===== src/include/cmp_cfg.svh =====
// Register addresses, data widths, field positions and reset values of the comparator control block.
`ifndef CMP_CFG_SVH
`define CMP_CFG_SVH

`define CMP_ADDR_W          8
`define CMP_DATA_W          8

`define CMP0_CTRL_ADDR      8'h9a
`define CMP0_MODE_ADDR      8'h9b
`define CMP1_CTRL_ADDR      8'h9d
`define CMP1_MODE_ADDR      8'h9e
`define CMP0_INSEL_ADDR     8'h9f
`define CMP1_INSEL_ADDR     8'ha0

`define CMP_CTRL_ON_BIT     7
`define CMP_CTRL_RESULT_BIT 6
`define CMP_CTRL_RISE_BIT   5
`define CMP_CTRL_FALL_BIT   4
`define CMP_CTRL_PHYST_HI   3
`define CMP_CTRL_PHYST_LO   2
`define CMP_CTRL_NHYST_HI   1
`define CMP_CTRL_NHYST_LO   0

`define CMP_MODE_RIE_BIT    5
`define CMP_MODE_FIE_BIT    4
`define CMP_MODE_SPEED_HI   1
`define CMP_MODE_SPEED_LO   0

`define CMP_INSEL_PLUS_HI   5
`define CMP_INSEL_PLUS_LO   4
`define CMP_INSEL_MINUS_HI  1
`define CMP_INSEL_MINUS_LO  0

`define CMP_CTRL_RESET      8'h00
`define CMP_SPEED_RESET     2'h2
`define CMP_SEL_RESET       2'h0
`define CMP_BYTE_ZERO       8'h00

`endif


===== src/include/cmp_pkg.sv =====
// Types shared by the comparator control block.
package cmp_pkg;

    typedef logic [1:0] cmp_sel2_t;

    typedef enum logic [1:0] {
        CMP_HYST_OFF,
        CMP_HYST_5MV,
        CMP_HYST_10MV,
        CMP_HYST_20MV
    } cmp_hyst_t;

endpackage


===== src/include/cmp_edge_if.sv =====
// Carrier for the synchronised comparator level and its edge pulses.
`timescale 1ns/10ps
`default_nettype none

interface cmp_edge_if;
    logic level;
    logic rise;
    logic fall;

    modport src (output level, output rise, output fall);
    modport dst (input level, input rise, input fall);
endinterface

`default_nettype wire


===== src/rtl/cmp_sync.sv =====
// Two-stage synchroniser and edge detector for one raw comparator result.
`timescale 1ns/10ps
`default_nettype none

module cmp_sync
(
    input  wire logic clk_sys,
    input  wire logic arst_n,
    input  wire logic raw_in,
    input  wire logic enabled,
    cmp_edge_if.src   edge_o
);

    logic meta_ff;
    logic sync_ff;
    logic prev_ff;

    // The first stage feeds only the second stage.
    always_ff @(posedge clk_sys or negedge arst_n)
    begin
        if (!arst_n)
        begin
            meta_ff <= 1'b0;
            sync_ff <= 1'b0;
            prev_ff <= 1'b0;
        end
        else
        begin
            meta_ff <= raw_in;
            sync_ff <= meta_ff;
            prev_ff <= sync_ff;
        end
    end

    // Edges count only while the comparator is powered.
    assign edge_o.level = sync_ff & enabled;
    assign edge_o.rise  = enabled & sync_ff & ~prev_ff;
    assign edge_o.fall  = enabled & ~sync_ff & prev_ff;

endmodule

`default_nettype wire


===== src/rtl/cmp_flag.sv =====
// Sticky event flag that hardware sets and software writes.
`timescale 1ns/10ps
`default_nettype none

module cmp_flag
(
    input  wire logic clk_sys,
    input  wire logic arst_n,
    input  wire logic set_evt,
    input  wire logic wr_en,
    input  wire logic wr_val,
    output var  logic flag_q
);

    logic flag_ff;
    logic nxt_flag;

    // An event in the cycle of a clearing write still sets the flag.
    assign nxt_flag = set_evt ? 1'b1 : (wr_en ? wr_val : flag_ff);

    always_ff @(posedge clk_sys or negedge arst_n)
    begin
        if (!arst_n)
            flag_ff <= 1'b0;
        else
            flag_ff <= nxt_flag;
    end

    assign flag_q = flag_ff;

endmodule

`default_nettype wire


===== src/rtl/cmp_top.sv =====
// Control and status logic for two on-chip voltage comparators.
//
// Contract
// - Two identical comparator channels; only channel 0 can request reset.
// - Channel 0 can raise a device reset request besides flags and interrupts.
// - Control bit 7 written 1 powers the comparator on, written 0 off.
// - Disabled comparator drives low on its port outputs and loses supply.
// - Read-only bit 6 shows the live result, high when plus exceeds minus.
// - Falling edge of the result sets flag bit 4.
// - Rising edge of the result sets flag bit 5.
// - Edge flags stay set until software writes zero; hardware never clears.
// - Rising and falling edges both can cause an interrupt request.
// - Bits 3:2 pick positive hysteresis off, 5, 10 or 20 mV.
// - Bits 1:0 pick negative hysteresis off, 5, 10 or 20 mV.
// - Each channel has a clock-synchronised output and a clockless raw output.
// - Input select register holds separate 2-bit plus and minus selections.
// - Mode bits 1:0 choose response speed, reset value 10, 00 fastest.
// - Mode bit 5 enables rising, bit 4 falling interrupts, both reset off.
`timescale 1ns/10ps
`default_nettype none
`include "cmp_cfg.svh"

module cmp_top
#(
    parameter int N_CMP = 2
)
(
    input  wire logic                 clk_sys,
    input  wire logic                 arst_n,
    input  wire logic [7:0]           sfr_addr,
    input  wire logic [7:0]           sfr_wdata,
    input  wire logic                 sfr_wr,
    input  wire logic                 sfr_rd,
    output var  logic [7:0]           sfr_rdata,
    input  wire logic [N_CMP-1:0]     cmp_raw_in,
    input  wire logic                 cmp0_reset_sel,
    output var  logic [N_CMP-1:0]     cmp_on,
    output var  cmp_pkg::cmp_hyst_t   pos_hyst_sel [N_CMP],
    output var  cmp_pkg::cmp_hyst_t   neg_hyst_sel [N_CMP],
    output var  cmp_pkg::cmp_sel2_t   response_speed_sel [N_CMP],
    output var  cmp_pkg::cmp_sel2_t   plus_input_sel [N_CMP],
    output var  cmp_pkg::cmp_sel2_t   minus_input_sel [N_CMP],
    output var  logic [N_CMP-1:0]     latched_cmp_out,
    output var  logic [N_CMP-1:0]     raw_cmp_out,
    output var  logic [N_CMP-1:0]     cmp_irq,
    output var  logic                 cmp0_reset_req
);

    import cmp_pkg::*;

    ////////////////////////////////////////////////////////////////////////////////
    // Per-channel state, plus the shared read data and reset request.

    logic      [N_CMP-1:0] on_ff;
    cmp_hyst_t             physt_ff [N_CMP];
    cmp_hyst_t             nhyst_ff [N_CMP];
    cmp_sel2_t             speed_ff [N_CMP];
    cmp_sel2_t             plus_ff  [N_CMP];
    cmp_sel2_t             minus_ff [N_CMP];
    logic      [N_CMP-1:0] rie_ff;
    logic      [N_CMP-1:0] fie_ff;
    logic      [N_CMP-1:0] latched_ff;
    logic      [N_CMP-1:0] irq_ff;
    logic      [N_CMP-1:0] rise_seen_flag;
    logic      [N_CMP-1:0] fall_seen_flag;
    logic      [N_CMP-1:0] level_w;
    logic      [N_CMP-1:0] hit_ctrl;
    logic      [N_CMP-1:0] hit_mode;
    logic      [N_CMP-1:0] hit_insel;
    logic      [N_CMP-1:0] wr_ctrl;
    logic      [N_CMP-1:0] wr_mode;
    logic      [N_CMP-1:0] wr_insel;
    logic      [7:0]       ctrl_rd  [N_CMP];
    logic      [7:0]       mode_rd  [N_CMP];
    logic      [7:0]       insel_rd [N_CMP];
    logic      [7:0]       rdata_ff;
    logic      [7:0]       nxt_rdata;
    logic                  reset_req_ff;

    ////////////////////////////////////////////////////////////////////////////////
    // Channel logic, identical for every comparator.

    generate
        for (genvar i = 0; i < N_CMP; i++)
        begin : g_cmp
            localparam logic [7:0] CTRL_ADDR  = (i == 0) ? `CMP0_CTRL_ADDR  : `CMP1_CTRL_ADDR;
            localparam logic [7:0] MODE_ADDR  = (i == 0) ? `CMP0_MODE_ADDR  : `CMP1_MODE_ADDR;
            localparam logic [7:0] INSEL_ADDR = (i == 0) ? `CMP0_INSEL_ADDR : `CMP1_INSEL_ADDR;

            cmp_edge_if edge_bus ();

            assign hit_ctrl[i]  = (sfr_addr == CTRL_ADDR);
            assign hit_mode[i]  = (sfr_addr == MODE_ADDR);
            assign hit_insel[i] = (sfr_addr == INSEL_ADDR);
            assign wr_ctrl[i]   = sfr_wr & hit_ctrl[i];
            assign wr_mode[i]   = sfr_wr & hit_mode[i];
            assign wr_insel[i]  = sfr_wr & hit_insel[i];

            cmp_sync u_sync
            (
                .clk_sys (clk_sys),
                .arst_n  (arst_n),
                .raw_in  (cmp_raw_in[i]),
                .enabled (on_ff[i]),
                .edge_o  (edge_bus.src)
            );

            assign level_w[i] = edge_bus.level;

            cmp_flag u_rise_flag
            (
                .clk_sys (clk_sys),
                .arst_n  (arst_n),
                .set_evt (edge_bus.rise),
                .wr_en   (wr_ctrl[i]),
                .wr_val  (sfr_wdata[`CMP_CTRL_RISE_BIT]),
                .flag_q  (rise_seen_flag[i])
            );

            cmp_flag u_fall_flag
            (
                .clk_sys (clk_sys),
                .arst_n  (arst_n),
                .set_evt (edge_bus.fall),
                .wr_en   (wr_ctrl[i]),
                .wr_val  (sfr_wdata[`CMP_CTRL_FALL_BIT]),
                .flag_q  (fall_seen_flag[i])
            );

            // Control register: power and hysteresis.
            always_ff @(posedge clk_sys or negedge arst_n)
            begin
                if (!arst_n)
                begin
                    on_ff[i]    <= 1'b0;
                    physt_ff[i] <= CMP_HYST_OFF;
                    nhyst_ff[i] <= CMP_HYST_OFF;
                end
                else if (wr_ctrl[i])
                begin
                    on_ff[i]    <= sfr_wdata[`CMP_CTRL_ON_BIT];
                    physt_ff[i] <= cmp_hyst_t'(sfr_wdata[`CMP_CTRL_PHYST_HI:`CMP_CTRL_PHYST_LO]);
                    nhyst_ff[i] <= cmp_hyst_t'(sfr_wdata[`CMP_CTRL_NHYST_HI:`CMP_CTRL_NHYST_LO]);
                end
            end

            // Mode register: response speed and interrupt enables.
            always_ff @(posedge clk_sys or negedge arst_n)
            begin
                if (!arst_n)
                begin
                    speed_ff[i] <= `CMP_SPEED_RESET;
                    rie_ff[i]   <= 1'b0;
                    fie_ff[i]   <= 1'b0;
                end
                else if (wr_mode[i])
                begin
                    speed_ff[i] <= sfr_wdata[`CMP_MODE_SPEED_HI:`CMP_MODE_SPEED_LO];
                    rie_ff[i]   <= sfr_wdata[`CMP_MODE_RIE_BIT];
                    fie_ff[i]   <= sfr_wdata[`CMP_MODE_FIE_BIT];
                end
            end

            // Input select register.
            always_ff @(posedge clk_sys or negedge arst_n)
            begin
                if (!arst_n)
                begin
                    plus_ff[i]  <= `CMP_SEL_RESET;
                    minus_ff[i] <= `CMP_SEL_RESET;
                end
                else if (wr_insel[i])
                begin
                    plus_ff[i]  <= sfr_wdata[`CMP_INSEL_PLUS_HI:`CMP_INSEL_PLUS_LO];
                    minus_ff[i] <= sfr_wdata[`CMP_INSEL_MINUS_HI:`CMP_INSEL_MINUS_LO];
                end
            end

            // Clocked output and interrupt request.
            always_ff @(posedge clk_sys or negedge arst_n)
            begin
                if (!arst_n)
                begin
                    latched_ff[i] <= 1'b0;
                    irq_ff[i]     <= 1'b0;
                end
                else
                begin
                    latched_ff[i] <= level_w[i];
                    irq_ff[i]     <= (rise_seen_flag[i] & rie_ff[i]) | (fall_seen_flag[i] & fie_ff[i]);
                end
            end

            assign ctrl_rd[i]  = {on_ff[i], level_w[i], rise_seen_flag[i], fall_seen_flag[i],
                                  2'(physt_ff[i]), 2'(nhyst_ff[i])};
            assign mode_rd[i]  = {2'h0, rie_ff[i], fie_ff[i], 2'h0, speed_ff[i]};
            assign insel_rd[i] = {2'h0, plus_ff[i], 2'h0, minus_ff[i]};

            assign pos_hyst_sel[i]       = physt_ff[i];
            assign neg_hyst_sel[i]       = nhyst_ff[i];
            assign response_speed_sel[i] = speed_ff[i];
            assign plus_input_sel[i]     = plus_ff[i];
            assign minus_input_sel[i]    = minus_ff[i];
        end
    endgenerate

    ////////////////////////////////////////////////////////////////////////////////
    // Register read port; unmapped addresses read zero.

    always_comb
    begin
        nxt_rdata = `CMP_BYTE_ZERO;
        for (int k = 0; k < N_CMP; k++)
        begin
            if (hit_ctrl[k])
                nxt_rdata = ctrl_rd[k];
            else if (hit_mode[k])
                nxt_rdata = mode_rd[k];
            else if (hit_insel[k])
                nxt_rdata = insel_rd[k];
        end
    end

    always_ff @(posedge clk_sys or negedge arst_n)
    begin
        if (!arst_n)
            rdata_ff <= `CMP_BYTE_ZERO;
        else if (sfr_rd)
            rdata_ff <= nxt_rdata;
    end

    ////////////////////////////////////////////////////////////////////////////////
    // Reset request from channel 0 only: it asks for reset while enabled,
    // selected as a reset source and reporting a low result.

    always_ff @(posedge clk_sys or negedge arst_n)
    begin
        if (!arst_n)
            reset_req_ff <= 1'b0;
        else
            reset_req_ff <= cmp0_reset_sel & on_ff[0] & ~level_w[0];
    end

    ////////////////////////////////////////////////////////////////////////////////
    // Outputs.

    assign sfr_rdata       = rdata_ff;
    assign cmp_on          = on_ff;
    assign latched_cmp_out = latched_ff;
    assign cmp_irq         = irq_ff;
    assign cmp0_reset_req  = reset_req_ff;

    // The raw output must work without the clock, so it is only gated by the
    // power register and never passes a flip-flop.
    assign raw_cmp_out     = cmp_raw_in & on_ff;

endmodule

`default_nettype wire


===== config.mk =====
export PLATFORM = sky130hd
export DESIGN_NAME = cmp_top
export DESIGN_NICKNAME = d
export VERILOG_FILES = /design/src/include/cmp_pkg.sv /design/src/include/cmp_edge_if.sv /design/src/rtl/cmp_sync.sv /design/src/rtl/cmp_flag.sv /design/src/rtl/cmp_top.sv
export VERILOG_INCLUDE_DIRS = /design/src /design/src/include
export SDC_FILE = /design/constraint.sdc
export NUM_CORES = 1
export LEC_CHECK = 0
export ABC_AREA = 1
export ABC_CLOCK_PERIOD_IN_PS = 2860
export BUFFER_PORTS_ARGS = -buffer_cell sky130_fd_sc_hd__buf_4
export CORE_UTILIZATION = 57
export DETAILED_ROUTE_END_ITERATION = 8
export PLACE_DENSITY = 0.84
export SKIP_LAST_GASP = 1
export SYNTH_ARGS = -nofsm -noshare
export SYNTH_HDL_FRONTEND = slang
export SYNTH_HIERARCHICAL = 1
export SYNTH_SLANG_ARGS = --single-unit

===== constraint.sdc =====
create_clock -name clk_sys -period 2.86 [get_ports clk_sys]
set_clock_uncertainty 0.1 [all_clocks]
set_input_delay 0.572 -clock clk_sys [delete_from_list [all_inputs] [get_ports clk_sys]]
set_output_delay 0.572 -clock clk_sys [all_outputs]
set_load 0.1 [all_outputs]

==> results.txt, run 1 <==
- Slew headroom: 0.599
- Via Count: 1,862
* Share of the core filled with cells in the final layout: 0.726
- Run status: completed
- The pre-antenna-repair detailed-routing pass consisted of 4 iterations.
- Antenna Violating Nets Remaining: 0
- Quantity of gates resized following cts: 0
- Number of buffers inserted during clock tree synthesis: 5
- Async set-or-reset flop fraction in the synthesized netlist: 1.00
* Critical setup path kind: input pin to flop
- The floorplan has 23 rows.
* Count of clock tree sinks: around 50
* Vias in the first global route: approximately 1,700
* RePlAce Congestion: 0.857
- Slew of the pin with the lowest slew margin: ~0.6 ns
- Of the total synthesized cell area, the portion taken by AND, OR, NAND and NOR gates is 0.295.
- The final-report max-slew violation count is 0.
- The number of antenna violations at the first check in global routing was 0.
- Syn nets: approximately 300
- Post-CTS setup repair buffer count: 0
* Kind of end point of the critical path: flop
* Relative area change from synthesis to final layout: 20.2%
- Proportion of synthesized chip area in sequential cells: 0.501
- The total area inside the core boundary comes to approximately 4100 um^2.
* Die outline area: 4570 um^2
- Dividing total power by cell area gives a power density of between 500 and 600 nW/um^2.
* Largest fanout on the critical path: 20
* Maximum clock rate: between 500 and 600 MHz
- DP Wirelength: 3.65 mm
* Final-report setup violation count: 0
* Fraction of final layout cells sized beyond drive strength 1: 0.313
* Cell Area, Synth: between 2000 and 2500 um^2
- Routed length per placed instance: about 13 um
- Mux cell area share after synthesis: 0
- The analysis attributes to net switching a power of ~0.55 mW.
- The share of total power dissipated in the clock network is 0.344.
- At the end of the flow, the number of nets in the layout was 345.
* CTS tree: yes
* IO Port Bufs: 58
- After clock tree synthesis, the clock-pin slew on the worst setup and hold paths is 0.10 ns.
* Adder-cell area share of the yosys netlist: 0
- Leading cell types by count after synthesis: 71 x sky130_fd_sc_hd__nand2_1, 47 x sky130_fd_sc_hd__dfrtp_1, 34 x sky130_fd_sc_hd__inv_1
- The number of antenna diodes in the final layout is 0.
* CP startpoint kind: input pin
* Largest family of logic cells by synthesized area: simple AND/OR/NAND/NOR gates
* Maximum Capacitance Violations: 0
- Internal power comes to approximately 1.2 mW.
- Hold Path Class: input pin to async pin
* Count of synthesis-stage warnings from yosys: 6
- Synth Area in XOR/XNOR: 0
* Global-route wire length before repair: about 8.3 mm
- Place WS: a little over 0.7 ns
- Worst skew pair latency: approximately 0.31 ns
* Violation count after the first detailed-route iteration: between 100 and 150
* Final hold vios: 0
- The cell count after synthesis came out at between 200 and 300.
- Maximum vdd ir drop: 363 uV
* Post-layout min period: between 1.5 and 2 ns
- Total grt overflow: 0
- Yosys mapped the design onto 31 distinct sky130hd cell types.
- Final wirelength: between 5 and 6 mm
* Sw frac: 0.322
* Global routing usage summed across all routing layers: 0.250
* Number of H-tree branching levels: 2
- Most used flip-flop cell after synthesis: sky130_fd_sc_hd__dfrtp_1
* Horizontal die dimension: a little under 70 um
* Sequential share of power: 0.439
* Hold WS: between 0.15 and 0.2 ns
* Register bit total from synthesis: 49
- Count leader, synth: sky130_fd_sc_hd__nand2_1
- For this design the static power due to leakage is around 1.6 nW.
* Data arrival time of the critical path: roughly 1.9 ns
- IO Count: 60
- The share of the synthesized area in compound gates (AO/OA/AOI/OAI) is 0.0832.
* Share of the synthesized area in the top cell type: 0.480
* Synth top area cells: sky130_fd_sc_hd__dfrtp_1 48%, sky130_fd_sc_hd__nand2_1 11%, sky130_fd_sc_hd__inv_1 5.2%
* Final routed DRC violation total: 0
- The design draws about 1.7 mW.
* Share of the clock period used by the worst path: 0.645
- The root buffer cell chosen for the clock tree is sky130_fd_sc_hd__clkbuf_8.
- After detailed routing, the number of vias per cell comes to approximately 5.
- The share of total power dissipated in combinational logic is 0.216.
- Average cell area after synthesis: around 8.9 um^2
- Height of the chip: slightly below 70 um
- Setup repair after global routing left no endpoint under its margin.
- Post-synth EDFFs: 0
- Entering global routing, the biggest net connects 50 pins.
- Maximum number of buffers from clock root to sink: 2
- The number of hold buffers added after CTS was 0.
- At the worst endpoint, the required time is around 3.0 ns.
- Total negative setup slack: 0 ns
- For this configuration, the core starts out at a cell density of 0.604.
- Of all cell types, the one taking the most synthesized area is sky130_fd_sc_hd__dfrtp_1.
- In the post-route analysis, the smallest setup slack over all paths is between 1 and 1.5 ns.
## worst paths after layout
kind	startpoint	endpoint	slack, ns	cells after the start
max	sfr_addr[5]	pos_hyst_sel[2]	1.01	9
min	arst_n	fie_ff[0]	0.17	1
max reg2reg	response_speed_sel[3]	sfr_rdata[1]	1.71	6
min reg2reg	g_cmp[0].u_sync/meta_ff	g_cmp[0].u_sync/sync_ff	0.26	0
max in group asynchronous	arst_n	sfr_rdata[2]	2.08	1
min in group clk_sys	g_cmp[0].u_sync/meta_ff	g_cmp[0].u_sync/sync_ff	0.26	0
## cells by family (layout without fill, tap and decap cells)
group | Yosys count | count (layout)
AND/OR/NAND/NOR | 135 | 135
flip-flops | 49 | 49
buffers and inverters | 54 | 103
AO/OA/AOI/OAI | 36 | 36
## power by group through the flow
stage | sequential [mW] | clock, mW | combinational [mW]
global route | 0.754 | 0.630 | 0.389
floorplan | 0.864 | 0 | 0.182
finish | 0.750 | 0.588 | 0.369
CTS | 0.749 | 0.594 | 0.372
global placement | 0.762 | 0 | 0.366
detailed placement | 0.763 | 0 | 0.371
## metal layers
layer	vias up	share of wire	global-route usage
met5	-	0	0
met4	0	0.010	0.0798
met3	6	0.047	0.0524
met2	53	0.50	0.410
met1	859	0.45	0.329
li1	944	-	-
## critical path, stage by stage
cell                      delay, ns
sky130_fd_sc_hd__buf_4         0.11
sky130_fd_sc_hd__inv_1         0.06
sky130_fd_sc_hd__nand2_1       0.08
sky130_fd_sc_hd__nor2_4        0.47
sky130_fd_sc_hd__nand2_4       0.20
sky130_fd_sc_hd__nor2_8        0.22
sky130_fd_sc_hd__inv_2         0.08
sky130_fd_sc_hd__nand2_1       0.07
sky130_fd_sc_hd__o21ai_1       0.07
## layout by cell type (no fill, tap or decap), types with 5 or more instances in the layout
cell type	Yosys	layout
sky130_fd_sc_hd__dfrtp_1	47	47
sky130_fd_sc_hd__buf_4	14	58
sky130_fd_sc_hd__nand3_1	16	16
sky130_fd_sc_hd__o21ai_0	21	21
sky130_fd_sc_hd__inv_1	34	34
sky130_fd_sc_hd__nand2_2	7	7
sky130_fd_sc_hd__nand2_1	71	71
sky130_fd_sc_hd__nor2_1	18	18
sky130_fd_sc_hd__o21ai_1	6	6
sky130_fd_sc_hd__clkbuf_8	0	5
## state kept, by name (all words and copies together), names as in the netlist, 4 cells and up
signal / count
pos_hyst_sel: 4
minus_input_sel: 4
plus_input_sel: 4
sfr_rdata: 8
response_speed_sel: 4
neg_hyst_sel: 4
## layout make-up
| class | count | area, um^2 |
|---|---|---|
| sequential | 49 | 1230 |
| fill | 300 | 1110 |
| multi-input combinational | 171 | 927 |
| timing repair buffer | 58 | 435 |
| inverter | 37 | 155 |
| clock buffer | 5 | 68.8 |
| clock inverter | 3 | 68.8 |
| tap | 50 | 62.6 |
## metrics by stage
step | area (um^2) | cells
final | 2950 | 373
after floorplan | 2450 | 274
after global placement | 2810 | 365
after CTS | 2950 | 373
after detailed placement | 2810 | 365
after global routing | 2950 | 373
(Power assumes the default switching activity.)
==> run 2, diff against run 1 <==
ABC_CLOCK_PERIOD_IN_PS = 1650   (was 2860)
CORE_UTILIZATION = 48   (was 57)
PLACE_DENSITY = 0.76   (was 0.84)
clock period = 1.65 ns   (was 2.86 ns; I/O delays follow)
==> results.txt, run 2 (synthesis results as in run 1) <==
- Critical register-to-register path startpoint: response_speed_sel[3] (unchanged)
* Final hold vios: 0 (unchanged)
* Antenna Violating Nets Remaining: 0 (unchanged)
* Post-layout min period: roughly 1.6 ns
- CP startpoint kind: flop (was input pin)
* Maximum vdd ir drop: 539 uV (was 363 uV)
* Crit path buf inv count: 1 (was 3)
- Most common library cell in the layout ignoring fill and taps: sky130_fd_sc_hd__nand2_1 (unchanged)
* Run status: completed (unchanged)
* Final routed DRC violation total: 0 (unchanged)
* Initial DRT Pass Iterations: 4 (unchanged)
- Slew of the pin with the lowest slew margin: 0.608 ns (was 0.602 ns)
* Part of the total power dissipated in combinational logic: 0.238 (was 0.216)
- The terminus of the critical flop-to-flop path is sfr_rdata[1] (unchanged).
- The average vias per placed instance is 4.76 (was 4.99).
- The net switching power figure came to 0.929 mW (was 0.550 mW).
* Data required time of the worst path: 1.22 ns (was 2.95 ns)
- The floorplan core area came to 4820 um^2 (was 4060 um^2).
* Total negative setup slack: 0 ns (unchanged)
- The placer's final routability congestion estimate came to 0.790 (was 0.857).
- Final wirelength: 5.03 mm (was 5.01 mm)
* Placement Rows: 25 (was 23)
* Total grt overflow: 0 (unchanged)
- ANT cells: 0 (unchanged)
- The number of maximum-capacitance violations came to 0 (unchanged).
- Global routing usage summed across all routing layers: 0.210 (was 0.250)
- Clock transition at the registers of the reported paths: 0.09 ns (was 0.10 ns)
- The critical path endpoint category is an output pin (was flop).
- Height of the chip: 73.5 um (was 67.6 um)
- The power share of the clock group came to 0.282 (was 0.344).
- The number of antenna violations at the first check in global routing came to 0 (unchanged).
- The pre-CTS worst setup slack came to -0.0231 ns (was 0.719 ns).
* Effective utilization at floorplan: 0.509 (was 0.604)
* Root Buffer Master: sky130_fd_sc_hd__clkbuf_8 (unchanged)
- Most frequent cells in the layout: 71 x sky130_fd_sc_hd__nand2_1, 63 x sky130_fd_sc_hd__buf_4, 47 x sky130_fd_sc_hd__dfrtp_1, 34 x sky130_fd_sc_hd__inv_1, 21 x sky130_fd_sc_hd__o21ai_0 (was 71 x sky130_fd_sc_hd__nand2_1, 58 x sky130_fd_sc_hd__buf_4, 47 x sky130_fd_sc_hd__dfrtp_1, 34 x sky130_fd_sc_hd__inv_1, 21 x sky130_fd_sc_hd__o21ai_0).
- Routed length per placed instance: 12.7 um (was 13.4 um)
- The number of flip-flops under the largest register name is 8 (unchanged).
* Largest fanout on the critical path: 3 (was 20)
* IO Port Bufs: 58 (unchanged)
- The switching power as a share of total power was 0.343 (was 0.322).
- Worst setup margin: 0.0776 ns (was 1.01 ns)
* Hold Path Class: input pin to flop (was input pin to async pin)
- Total number of nets in the final design: 351 (was 345)
- The worst slew slack as a fraction of its limit was 0.595 (was 0.599).
- Family of cells with the greatest summed delay on the critical path: flip-flops (was simple AND/OR/NAND/NOR gates)
- Data arrival time of the critical path: 1.14 ns (was 1.93 ns)
- The minimum setup slack among reg-to-reg paths was 0.55 ns (was 1.71 ns).
* Via Count: 1,884 (was 1,862)
- The largest incremental delay on the critical path came to 0.56 ns (was 0.47 ns).
- Global-route wire length before repair: 8.67 mm (was 8.27 mm)
- Critical path, cell by cell: buf_4 (was buf_4, inv_1, nand2_1, nor2_4, nand2_4, nor2_8, inv_2, nand2_1, o21ai_1)
- Number of buffers inserted during clock tree synthesis: 5 (unchanged)
- The number of instances resized during post-cts repair was 0 (unchanged).
- Worst skew pair latency: 0.29 ns (was 0.31 ns)
* Post-CTS setup repair buffer count: 0 (unchanged)
* IO Count: 60 (unchanged)
* Fraction of final layout cells sized beyond drive strength 1: 0.322 (was 0.313)
- For hold timing, the worst endpoint is g_cmp[1].u_sync/meta_ff.
- The horizontal die dimension is 73.5 um (was 67.6 um).
- The clock net sink count was 49 (unchanged).
- Final-report max-slew violation count: 0 (unchanged)
- DP Wirelength: 3.81 mm (was 3.65 mm)
- The TritonCTS clock tree is yes (unchanged).
- The category of the critical setup timing path was flop to output pin (was input pin to flop).
- The initial DRC count came to 59 (was 120).
- Along the worst hold path, the cell count comes to 1.
- Vias in the first global route: 1,871 (was 1,739)
- Maximum clock rate: 636 MHz
- Startpoint of the tightest hold check path: cmp_raw_in[1]
- Relative area change from synthesis to final layout: 21.5% (was 20.2%)
- The maximum number of pins on one net before global-route repair was 50 (unchanged).
- Reported leakage power: 1.58 nW (was 1.56 nW)
* Final cell count without fillers: 396 (was 373)
- Maximum number of buffers from clock root to sink: 2 (unchanged)
- The H-tree depth came to 2 (unchanged).
* Cell Pwr Density: 909 nW/um^2 (was 579 nW/um^2)
- Sequential share of power: 0.480 (was 0.439)
- Logic depth of the worst register-to-register path: 6 (unchanged)
* Cell type of the slowest stage on the worst timing path: sky130_fd_sc_hd__dfstp_2 (was sky130_fd_sc_hd__nor2_4)
- The setup-violating endpoint count in the final report is 0 (unchanged).
- Setup repair after global routing missed its margin: no (unchanged)
* Die outline area: 5400 um^2 (was 4570 um^2)
- Design internal power: 1.78 mW (was 1.16 mW)
* Cell count after placement: 387 (was 365)
* Share of the clock period used by the worst path: 0.953
run 2: cell count changes in the layout (fill, tap and decap cells not counted), sizes merged:
cell	change
buf	+5
bufinv	-2
clkbuf	+2
clkinv	+1
dlygate4sd3	+1
inv	-1
run 2: power groups by stage:
stage	sequential, mW	combinational (mW)	clock (mW)
global route	1.31	0.681	0.814
CTS	1.30	0.651	0.771
global placement	1.32	0.640	0
detailed placement	1.32	0.648	0
finish	1.30	0.646	0.763
floorplan	1.50	0.316	0
run 2: what timing repair did:
item,4_1_cts,5_1_grt
hold endpoints to repair,47,0
endpoints found under the setup margin,0,0
hold buffers,1,0
run 2: final cells by class:
class                           instances  area [um^2]
Timing Repair Buffer                   64          483
Multi-Input combinational cell        171          927
Sequential cell                        49         1230
Fill cell                             415         1840
Inverter                               37          155
Clock inverter                          1         5.00
Tap cell                               67         83.8
Clock buffer                            7         96.3
run 2: worst max-delay path by stage:
stage	from	end	slack [ns]	depth (start not counted)
2_1_floorplan	minus_input_sel[2]	sfr_rdata[0]	0.14	6
3_3_place_gp	sfr_addr[6]	minus_input_sel[0]	0.002	8
3_5_place_dp	sfr_addr[6]	plus_input_sel[1]	-0.02	8
4_1_cts	response_speed_sel[3]	response_speed_sel[3]	0.07	1
5_1_grt	cmp_on[0]	raw_cmp_out[0]	0.01	3
6_report	response_speed_sel[3]	response_speed_sel[3]	0.08	1
run 2: metrics by stage:
| stage | utilization | power [mW] | hold WS [ns] | cell area, um^2 |
|---|---|---|---|---|
| 4_1_cts | 0.618 | 2.72 | 0.0491 | 2980 |
| 3_3_place_gp | 0.595 | 1.96 | 0.237 | 2870 |
| 6_report | 0.618 | 2.71 | 0.0486 | 2980 |
| 5_1_grt | 0.618 | 2.80 | 0.0451 | 2980 |
| 2_1_floorplan | - | 1.81 | -0.0656 | 2450 |
| 3_5_place_dp | 0.595 | 1.97 | 0.236 | 2870 |
run 2: layer usage:
| metal | vias to the layer above | track usage | share of wire | routed length (um) |
|---|---|---|---|---|
| met5 | - | 0 | 0 | 0 |
| met4 | 0 | 0.0406 | 0.0081 | 41 |
| met3 | 5 | 0.0329 | 0.043 | 218 |
| met2 | 48 | 0.349 | 0.48 | 2430 |
| met1 | 866 | 0.294 | 0.46 | 2340 |
| li1 | 965 | - | - | - |
